`config.mk`:
```
export PLATFORM = sky130hd
export DESIGN_NAME = gecpg_top
export DESIGN_NICKNAME = d
export VERILOG_FILES = /design/src/pkg/gecpg_pkg.sv /design/src/verilog/gecpg_sync.sv /design/src/verilog/gecpg_top.sv
export SDC_FILE = /design/constraint.sdc
export NUM_CORES = 1
export LEC_CHECK = 0
export ABC_CLOCK_PERIOD_IN_PS = 12200
export BUFFER_PORTS_ARGS = -buffer_cell sky130_fd_sc_hd__buf_4
export CORE_UTILIZATION = 40
export CTS_CLUSTER_DIAMETER = 30
export DETAILED_ROUTE_END_ITERATION = 6
export PLACE_DENSITY = 0.55
export SETUP_SLACK_MARGIN = 0.4
export SYNTH_ARGS = -nofsm -noshare
export SYNTH_HDL_FRONTEND = slang
export SYNTH_SLANG_ARGS = --single-unit
export TNS_END_PERCENT = 100
```
`constraint.sdc`:
```
create_clock -name clk -period 12.2 [get_ports clk]
set_input_delay 2.44 -clock clk [delete_from_list [all_inputs] [get_ports clk]]
set_output_delay 2.44 -clock clk [all_outputs]
set_load 0.03 [all_outputs]
```
`src/pkg/gecpg_pkg.sv`:
```
// Package of constants, types and register map for the gated event counter and pulse unit.
package gecpg_pkg;

  // Register byte addresses, one 32-bit word each, spaced four bytes apart.
  localparam logic [7:0] ADDR_CTRL = 8'h00;
  localparam logic [7:0] ADDR_CMD = 8'h04;
  localparam logic [7:0] ADDR_DELAY = 8'h08;
  localparam logic [7:0] ADDR_WIDTH = 8'h0C;
  localparam logic [7:0] ADDR_COUNT = 8'h10;
  localparam logic [7:0] ADDR_STATUS = 8'h14;

  // Control register field positions.
  localparam int CTRL_MODE_BIT = 0;
  localparam int CTRL_EDGE_BIT = 1;
  localparam int CTRL_CASC_BIT = 2;
  localparam int CTRL_TB_BIT = 3;
  localparam int CTRL_POL_BIT = 4;
  localparam int CTRL_GATE_LSB = 8;

  // Command register field positions, self clearing.
  localparam int CMD_START_BIT = 0;
  localparam int CMD_STOP_BIT = 1;

  // Values after reset.
  localparam logic [31:0] CTRL_RESET = 32'h0000_0000;
  localparam logic [15:0] PHASE_RESET = 16'h0000;

  // Least phase length in timebase cycles when zero is requested on the internal timebase.
  localparam logic [15:0] MIN_PHASE_CYCLES = 16'h0003;

  // Gate modes.
  typedef enum logic [2:0] {
    GECPG_GATE_NONE = 3'h0,
    GECPG_GATE_HIGH = 3'h1,
    GECPG_GATE_LOW = 3'h2,
    GECPG_GATE_RISE_ONCE = 3'h3,
    GECPG_GATE_FALL_ONCE = 3'h4,
    GECPG_GATE_RISE_RETRIG = 3'h5,
    GECPG_GATE_FALL_RETRIG = 3'h6
  } gecpg_gate_t;

  // Configuration captured at start.
  typedef struct packed {
    gecpg_gate_t gate_mode;
    logic pol;
    logic timebase_ext;
    logic cascade;
    logic falling;
    logic pulse_mode;
    logic [15:0] delay;
    logic [15:0] width;
  } gecpg_cfg_t;

  // Register bus request.
  typedef struct packed {
    logic wr;
    logic rd;
    logic [7:0] addr;
    logic [31:0] wdata;
  } gecpg_bus_t;

endpackage : gecpg_pkg

```
`src/verilog/gecpg_sync.sv`:
```
// Two-flop synchroniser with edge detection on the settled copy.
`timescale 1ns/1ps
module gecpg_sync
(
  // Clock and reset.
  input wire logic clk,
  input wire logic rst_n,
  // Asynchronous input and synchronised results.
  input wire logic async_in,
  output logic level,
  output logic rise,
  output logic fall
);

  logic meta_q;
  logic sync_q;
  logic last_q;

  // First flop only feeds the second; edges are taken from the settled copies.
  always_ff @(posedge clk or negedge rst_n)
  begin
    if (!rst_n)
    begin
      meta_q <= 1'b0;
      sync_q <= 1'b0;
      last_q <= 1'b0;
    end
    else
    begin
      meta_q <= async_in;
      sync_q <= meta_q;
      last_q <= sync_q;
    end
  end

  assign level = sync_q;
  assign rise = sync_q & ~last_q;
  assign fall = ~sync_q & last_q;

endmodule : gecpg_sync

```
`src/verilog/gecpg_top.sv`:
```
// Top of the gated event counter and single delayed pulse generator.
`timescale 1ns/1ps
//////////////////////////////////////////////////////////////////////////////////////////////////
module gecpg_top
(
  // Clock and reset.
  input wire logic clk,
  input wire logic reset_n,
  // Register port.
  input wire logic [7:0] addr,
  input wire logic [31:0] wdata,
  input wire logic wr_en,
  input wire logic rd_en,
  output logic [31:0] rdata,
  // External pins.
  input wire logic event_source_input,
  input wire logic gate_input,
  input wire logic ext_timebase_input,
  output logic pulse_output
);

  typedef enum logic [1:0] {
    GECPG_IDLE,
    GECPG_ARMED,
    GECPG_DELAY,
    GECPG_PULSE
  } gecpg_state_t;

  logic rst_meta_q;
  logic rst_n_q;
  logic [31:0] ctrl_q;
  logic [15:0] delay_q;
  logic [15:0] width_q;
  gecpg_pkg::gecpg_cfg_t cfg_q;
  gecpg_pkg::gecpg_bus_t bus;
  gecpg_state_t state_q;
  logic running_q;
  logic done_q;
  logic [15:0] cnt_lo_q;
  logic [15:0] cnt_hi_q;
  logic [15:0] phase_q;
  logic pulse_q;
  logic [31:0] rdata_q;
  logic src_rise, src_fall;
  logic gate_lvl, gate_rise, gate_fall;
  logic tb_lvl, tb_rise;
  logic start_cmd, stop_cmd;
  logic tick;
  logic gate_ok;
  logic trig, retrig;
  logic [15:0] delay_len, width_len;

  // Phase length; a zero request gives three cycles on the internal timebase and one on the external.
  function automatic logic [15:0] eff_len(input logic [15:0] req, input logic ext);
    if (req == 16'h0000 && !ext)
      return gecpg_pkg::MIN_PHASE_CYCLES;
    return (req == 16'h0000) ? 16'h0001 : req;
  endfunction : eff_len

  //////////////////////////////////////////////////////////////////////////////////////////////
  // Reset release through two flops so every flop leaves reset on the same edge.
  always_ff @(posedge clk or negedge reset_n)
  begin
    if (!reset_n)
    begin
      rst_meta_q <= 1'b0;
      rst_n_q <= 1'b0;
    end
    else
    begin
      rst_meta_q <= 1'b1;
      rst_n_q <= rst_meta_q;
    end
  end

  // Pin synchronisers.
  gecpg_sync u_src (.clk(clk), .rst_n(rst_n_q), .async_in(event_source_input),
    .level(), .rise(src_rise), .fall(src_fall));
  gecpg_sync u_gate (.clk(clk), .rst_n(rst_n_q), .async_in(gate_input),
    .level(gate_lvl), .rise(gate_rise), .fall(gate_fall));
  gecpg_sync u_tb (.clk(clk), .rst_n(rst_n_q), .async_in(ext_timebase_input),
    .level(tb_lvl), .rise(tb_rise), .fall());

  //////////////////////////////////////////////////////////////////////////////////////////////
  // Register writes.
  assign bus = '{wr: wr_en, rd: rd_en, addr: addr, wdata: wdata};
  assign start_cmd = bus.wr && bus.addr == gecpg_pkg::ADDR_CMD
    && bus.wdata[gecpg_pkg::CMD_START_BIT];
  assign stop_cmd = bus.wr && bus.addr == gecpg_pkg::ADDR_CMD
    && bus.wdata[gecpg_pkg::CMD_STOP_BIT];

  always_ff @(posedge clk or negedge rst_n_q)
  begin
    if (!rst_n_q)
    begin
      ctrl_q <= gecpg_pkg::CTRL_RESET;
      delay_q <= gecpg_pkg::PHASE_RESET;
      width_q <= gecpg_pkg::PHASE_RESET;
    end
    else if (bus.wr)
    begin
      case (bus.addr)
        gecpg_pkg::ADDR_CTRL: ctrl_q <= bus.wdata;
        gecpg_pkg::ADDR_DELAY: delay_q <= bus.wdata[15:0];
        gecpg_pkg::ADDR_WIDTH: width_q <= bus.wdata[15:0];
        default: ;
      endcase
    end
  end

  // Start snapshots the configuration so later writes cannot disturb a running task.
  always_ff @(posedge clk or negedge rst_n_q)
  begin
    if (!rst_n_q)
      cfg_q <= '0;
    else if (start_cmd)
    begin
      cfg_q.pulse_mode <= ctrl_q[gecpg_pkg::CTRL_MODE_BIT];
      cfg_q.falling <= ctrl_q[gecpg_pkg::CTRL_EDGE_BIT];
      cfg_q.cascade <= ctrl_q[gecpg_pkg::CTRL_CASC_BIT];
      cfg_q.timebase_ext <= ctrl_q[gecpg_pkg::CTRL_TB_BIT];
      cfg_q.pol <= ctrl_q[gecpg_pkg::CTRL_POL_BIT];
      cfg_q.gate_mode <= gecpg_pkg::gecpg_gate_t'(ctrl_q[gecpg_pkg::CTRL_GATE_LSB +: 3]);
      cfg_q.delay <= delay_q;
      cfg_q.width <= width_q;
    end
  end

  //////////////////////////////////////////////////////////////////////////////////////////////
  // Timebase tick and gate qualification.
  assign tick = cfg_q.timebase_ext ? tb_rise : 1'b1;
  assign delay_len = eff_len(cfg_q.delay, cfg_q.timebase_ext);
  assign width_len = eff_len(cfg_q.width, cfg_q.timebase_ext);

  always_comb
  begin
    gate_ok = 1'b1;
    trig = 1'b0;
    retrig = 1'b0;
    case (cfg_q.gate_mode)
      gecpg_pkg::GECPG_GATE_NONE: gate_ok = 1'b1;
      gecpg_pkg::GECPG_GATE_HIGH: gate_ok = gate_lvl;
      gecpg_pkg::GECPG_GATE_LOW: gate_ok = ~gate_lvl;
      gecpg_pkg::GECPG_GATE_RISE_ONCE: trig = gate_rise;
      gecpg_pkg::GECPG_GATE_FALL_ONCE: trig = gate_fall;
      gecpg_pkg::GECPG_GATE_RISE_RETRIG:
      begin
        trig = gate_rise;
        retrig = gate_rise;
      end
      gecpg_pkg::GECPG_GATE_FALL_RETRIG:
      begin
        trig = gate_fall;
        retrig = gate_fall;
      end
      default: gate_ok = 1'b0;
    endcase
  end

  // Running flag: start wins over a stop in the same write.
  always_ff @(posedge clk or negedge rst_n_q)
  begin
    if (!rst_n_q)
      running_q <= 1'b0;
    else if (start_cmd)
      running_q <= 1'b1;
    else if (stop_cmd)
      running_q <= 1'b0;
  end

  //////////////////////////////////////////////////////////////////////////////////////////////
  // Event counters; the high half advances only on a cascaded carry.
  always_ff @(posedge clk or negedge rst_n_q)
  begin
    if (!rst_n_q)
    begin
      cnt_lo_q <= 16'h0000;
      cnt_hi_q <= 16'h0000;
    end
    else if (start_cmd)
    begin
      cnt_lo_q <= 16'h0000;
      cnt_hi_q <= 16'h0000;
    end
    else if (running_q && !cfg_q.pulse_mode && gate_ok
      && (cfg_q.falling ? src_fall : src_rise))
    begin
      cnt_lo_q <= cnt_lo_q + 16'h0001;
      if (cfg_q.cascade && cnt_lo_q == 16'hFFFF)
        cnt_hi_q <= cnt_hi_q + 16'h0001;
    end
  end

  //////////////////////////////////////////////////////////////////////////////////////////////
  // Single-pulse sequencer; phase counter counts down timebase ticks.
  always_ff @(posedge clk or negedge rst_n_q)
  begin
    if (!rst_n_q)
    begin
      state_q <= GECPG_IDLE;
      phase_q <= 16'h0000;
      done_q <= 1'b0;
    end
    else if (start_cmd)
    begin
      done_q <= 1'b0;
      phase_q <= 16'h0000;
      state_q <= ctrl_q[gecpg_pkg::CTRL_MODE_BIT] ? GECPG_ARMED : GECPG_IDLE;
    end
    else if (stop_cmd)
      state_q <= GECPG_IDLE;
    else if (running_q && cfg_q.pulse_mode)
    begin
      case (state_q)
        GECPG_ARMED:
        begin
          if (cfg_q.gate_mode <= gecpg_pkg::GECPG_GATE_LOW || trig)
          begin
            state_q <= GECPG_DELAY;
            phase_q <= delay_len;
          end
        end
        GECPG_DELAY, GECPG_PULSE:
        begin
          if (retrig)
          begin
            state_q <= GECPG_DELAY;
            phase_q <= delay_len;
          end
          else if (tick && gate_ok)
          begin
            if (phase_q == 16'h0001)
            begin
              if (state_q == GECPG_DELAY)
              begin
                state_q <= GECPG_PULSE;
                phase_q <= width_len;
              end
              else
              begin
                state_q <= (cfg_q.gate_mode >= gecpg_pkg::GECPG_GATE_RISE_RETRIG)
                  ? GECPG_ARMED : GECPG_IDLE;
                done_q <= 1'b1;
              end
            end
            else
              phase_q <= phase_q - 16'h0001;
          end
        end
        default: ;
      endcase
    end
  end

  // Output level registered; only the pulse phase drives the pulse level.
  always_ff @(posedge clk or negedge rst_n_q)
  begin
    if (!rst_n_q)
      pulse_q <= 1'b0;
    else
      pulse_q <= cfg_q.pol ^ (state_q == GECPG_PULSE);
  end
  assign pulse_output = pulse_q;

  //////////////////////////////////////////////////////////////////////////////////////////////
  // Read data, valid the cycle after the read strobe; unmapped reads return zero.
  always_ff @(posedge clk or negedge rst_n_q)
  begin
    if (!rst_n_q)
      rdata_q <= 32'h0000_0000;
    else if (bus.rd)
    begin
      case (bus.addr)
        gecpg_pkg::ADDR_CTRL: rdata_q <= ctrl_q;
        gecpg_pkg::ADDR_DELAY: rdata_q <= {16'h0000, delay_q};
        gecpg_pkg::ADDR_WIDTH: rdata_q <= {16'h0000, width_q};
        gecpg_pkg::ADDR_COUNT: rdata_q <= {cnt_hi_q, cnt_lo_q};
        gecpg_pkg::ADDR_STATUS: rdata_q <= {27'h0, tb_lvl, done_q, state_q, running_q};
        default: rdata_q <= 32'h0000_0000;
      endcase
    end
    else
      rdata_q <= 32'h0000_0000;
  end
  assign rdata = rdata_q;
endmodule : gecpg_top

```
==> results by group <==
Routing
  – Vias per cell: 5.40
  – Final ANT Viol Nets: 0
  – Routed length per instance: 18.7 µm
  – Met2 wire length: between 10 and 15 mm
  – Initial DRC Count: 506
  – Final wirelength: 22.6 mm
  – Residual DRC: 0
  – Wire length on met3: around 900 µm
  – DR vias: between 6,000 and 7,000
  – Met1 Wirelength: roughly 10 mm
  – Top Metal Used: met4
  – First-pass DRT Iterations: 5

CTS
  – Post-cts resize count: 0
  – Hold buffers post-CTS: 0
  – H-tree depth: 4
  – Clock Tree Root: clkbuf_16
  – Max clock buf depth: 2
  – Clk pin slew, worst setup/hold paths: ~0.08 ns
  – Setup Buffers After CTS: 0
  – CTS tree: built
  – CTS buffer count: 17
  – Clock sinks: 200
  – Worst-Skew Late Latency: 0.44 ns

Setup path
  – CP max stage cell: nor2_2
  – Family with the most delay on the worst path: simple AND/OR/NAND/NOR gates
  – Crit path launch type: input pin
  – FF-to-FF setup slack: between 9 and 10 ns
  – Crit Path Max Fanout: 17
  – Buffer and inverter count on the worst path: 1
  – Critical Path Max Stage Delay: 0.57 ns
  – R2R Path Start: phase_q[0]
  – Cells along the critical path: buf_4, or4_4, nor3_4, nand2_1, nor2_2, nand2_2, mux2_1
  – Worst EP required: about 13 ns
  – Crit Path Class: in -> reg
  – Crit end category: flip-flop
  – Worst path arrival time: around 4.9 ns
  – Reg2Reg Depth: 7
  – R2r endpoint: phase_q[6]

Yosys
  – Seq/Total Area, Yosys: 0.552
  – Syn_area_per_cell: around 11 µm²
  – Flops & latches, synth: 200
  – Top cell type by total area after synthesis: dfrtp_1
  – Top FF cell, synth: dfrtp_1
  – Distinct cell type count after synthesis: 67
  – Post-synth EDFFs: 0
  – Mapped Cells: between 800 and 900
  – Mapped Area: roughly 9100 µm²
  – Post-synth top area share: 0.552
  – Most common cell in the synthesized netlist: dfrtp_1
  – Syn nets: around 900
  – Synth top area cells: dfrtp_1, nand2_1, mux2_1
  – Post-synth top cells: dfrtp_1, nand2_1, nor2_1
  – Post-synth ARST share: 1.00
  – Yosys warns: 0

Floorplanning
  – Io pins: 80
  – Die Ht: approximately 150 µm
  – Row cnt: 54
  – Initial Util: 0.411
  – Core Area: 22,000 µm²
  – Die W: around 150 µm
  – Die ar.: approximately 23,000 µm²

Cells and area
  – Syn-to-layout area delta: 15.4%
  – Inserted Diodes: 0
  – Fin nets: 963
  – Design area: 10,500 µm²
  – Fillers: approximately 2,100
  – Share of layout cells above drive strength 1: 0.182

Min path
  – Hold Path Depth: 0
  – Worst min-delay path category: reg -> reg
  – Hold endpoint: u_gate.level
  – Hold_sp: u_gate.meta_q

Placement
  – I/O Buffers: 79
  – Post-Place Worst Slack: between 7 and 8 ns
  – Placed Area: between 9000 and 10,000 µm²
  – Post-DP HPWL: ~16 mm
  – Final GP Congestion: about 0.8

Power and ir drop
  – Peak supply drop: around 0.069 mV
  – Design Power: 1.41 mW
  – PD cells: around 140 nW/µm²
  – Static Leak: roughly 5 nW

Status
  – Status: complete, no violations

STA
  – Min Hold Slack: roughly 0.35 ns
  – Max Fclk: approximately 220 MHz
  – Final Hold Fails: 0
  – RSZ-0062 raised after global routing: false
  – Rel. slew slack: 0.284
  – Final period utilization: 0.376
  – Slew of the pin with the lowest slew margin: between 1 and 1.5 ns
  – Minimum clock period: around 4.6 ns
  – Final setup viols: 0
  – Final worst setup slack: between 7 and 8 ns
  – Worst clock skew: roughly 0.012 ns
  – Final setup TNS: 0 ns
  – Max-slew violations: 0

Global routing
  – All-layer global routing usage: 0.203
  – Initial antenna violation count: 0
  – Largest net degree at the start of global routing: between 80 and 90
  – First-pass GRT wire length: between 30 and 40 mm
  – Global route total overflow: 0
  – Number of global-route vias before repair: approximately 6,500

Flow run
  – MaxCap Viol Count: 0
==> per-layer routing <==
metal / vias up / global-route usage
li1: 3128 / -
met1: 3205 / 0.285
met2: 139 / 0.323
met3: 29 / 0.0370
met4: 0 / 0.0596
met5: - / 0
==> kinds of logic (layout without fill, tap and decap cells) <==
group,Yosys count,in the layout,share of synthesized area
compound gates,124,124,0.0989
mux,67,67,0.0829
simple gates,360,360,0.192
other cells,1,1,0.000414
buf+inv,54,128,0.0287
flops,200,200,0.552
xor+xnor,41,41,0.0396
fa+ha+maj,4,4,0.00552
==> cell type report <==
class | instances | area (µm²) | area share
Clock inverter | 14 | 158 | 0.0151
Inverter | 8 | 30.0 | 0.00287
Timing Repair Buffer | 88 | 661 | 0.0632
Multi-Input combinational cell | 597 | 3810 | 0.365
Sequential cell | 200 | 5010 | 0.479
Tap cell | 280 | 350 | 0.0335
Clock buffer | 18 | 439 | 0.0420
==> worst max-delay path by stage <==
| stage | start | to | cells after the start |
|---|---|---|---|
| detailed placement | addr[0] | delay_q[11] | 7 |
| finish | addr[0] | delay_q[11] | 7 |
| CTS | addr[0] | delay_q[11] | 7 |
| global route | addr[0] | delay_q[10] | 7 |
| global placement | addr[0] | delay_q[8] | 7 |
| floorplan | rst_n_q | cfg_q[0] | 0 |
==> cell usage in the layout (no fill, tap or decap), drive strengths merged, types with 3 or more instances in the layout <==
master and instances:
dfrtp 200, nand2 168, buf 88, nor2 80
mux2 64, a22oi 30, a21oi 25, xor2 21
nor4 21, xnor2 20, clkbuf 18, nand4 17
nand3 17, o2bb2ai 15, nor3 14, inv 13
a211oi 10, and3 8, a222oi 8, a31oi 8
o21ai 8, clkinv 7, nand2b 5, or4 5
and4 4, ha 4, nor3b 4, and2 4
mux2i 3, o21a 3
==> state kept, by name (all words and copies together), names as in the netlist <==
register,flops
u_gate.meta_q,1
rdata,32
cnt_hi_q,16
state_q,2
running_q,1
u_tb.last_q,1
phase_q,16
u_src.meta_q,1
u_tb.meta_q,1
width_q,16
u_src.level,1
done_q,1
cfg_q,40
pulse_output,1
u_src.last_q,1
u_gate.level,1
rst_n_q,1
u_tb.level,1
u_gate.last_q,1
ctrl_q,32
cnt_lo_q,16
delay_q,16
rst_meta_q,1
==> power breakdown <==
group	leakage [nW]	switching, mW	internal (mW)
registers	2.59	0.0444	0.696
logic	2.07	0.0612	0.0511
clock network	0.284	0.282	0.280
total	4.95	0.387	1.03
==> per-stage QoR <==
step | std cells | utilization
6_report | 1205 | 0.475
3_5_place_dp | 1173 | 0.448
4_1_cts | 1205 | 0.475
3_3_place_gp | 1173 | 0.448
2_1_floorplan | 851 | -
5_1_grt | 1205 | 0.475
Note: power is estimated with default switching activity, not from simulation.
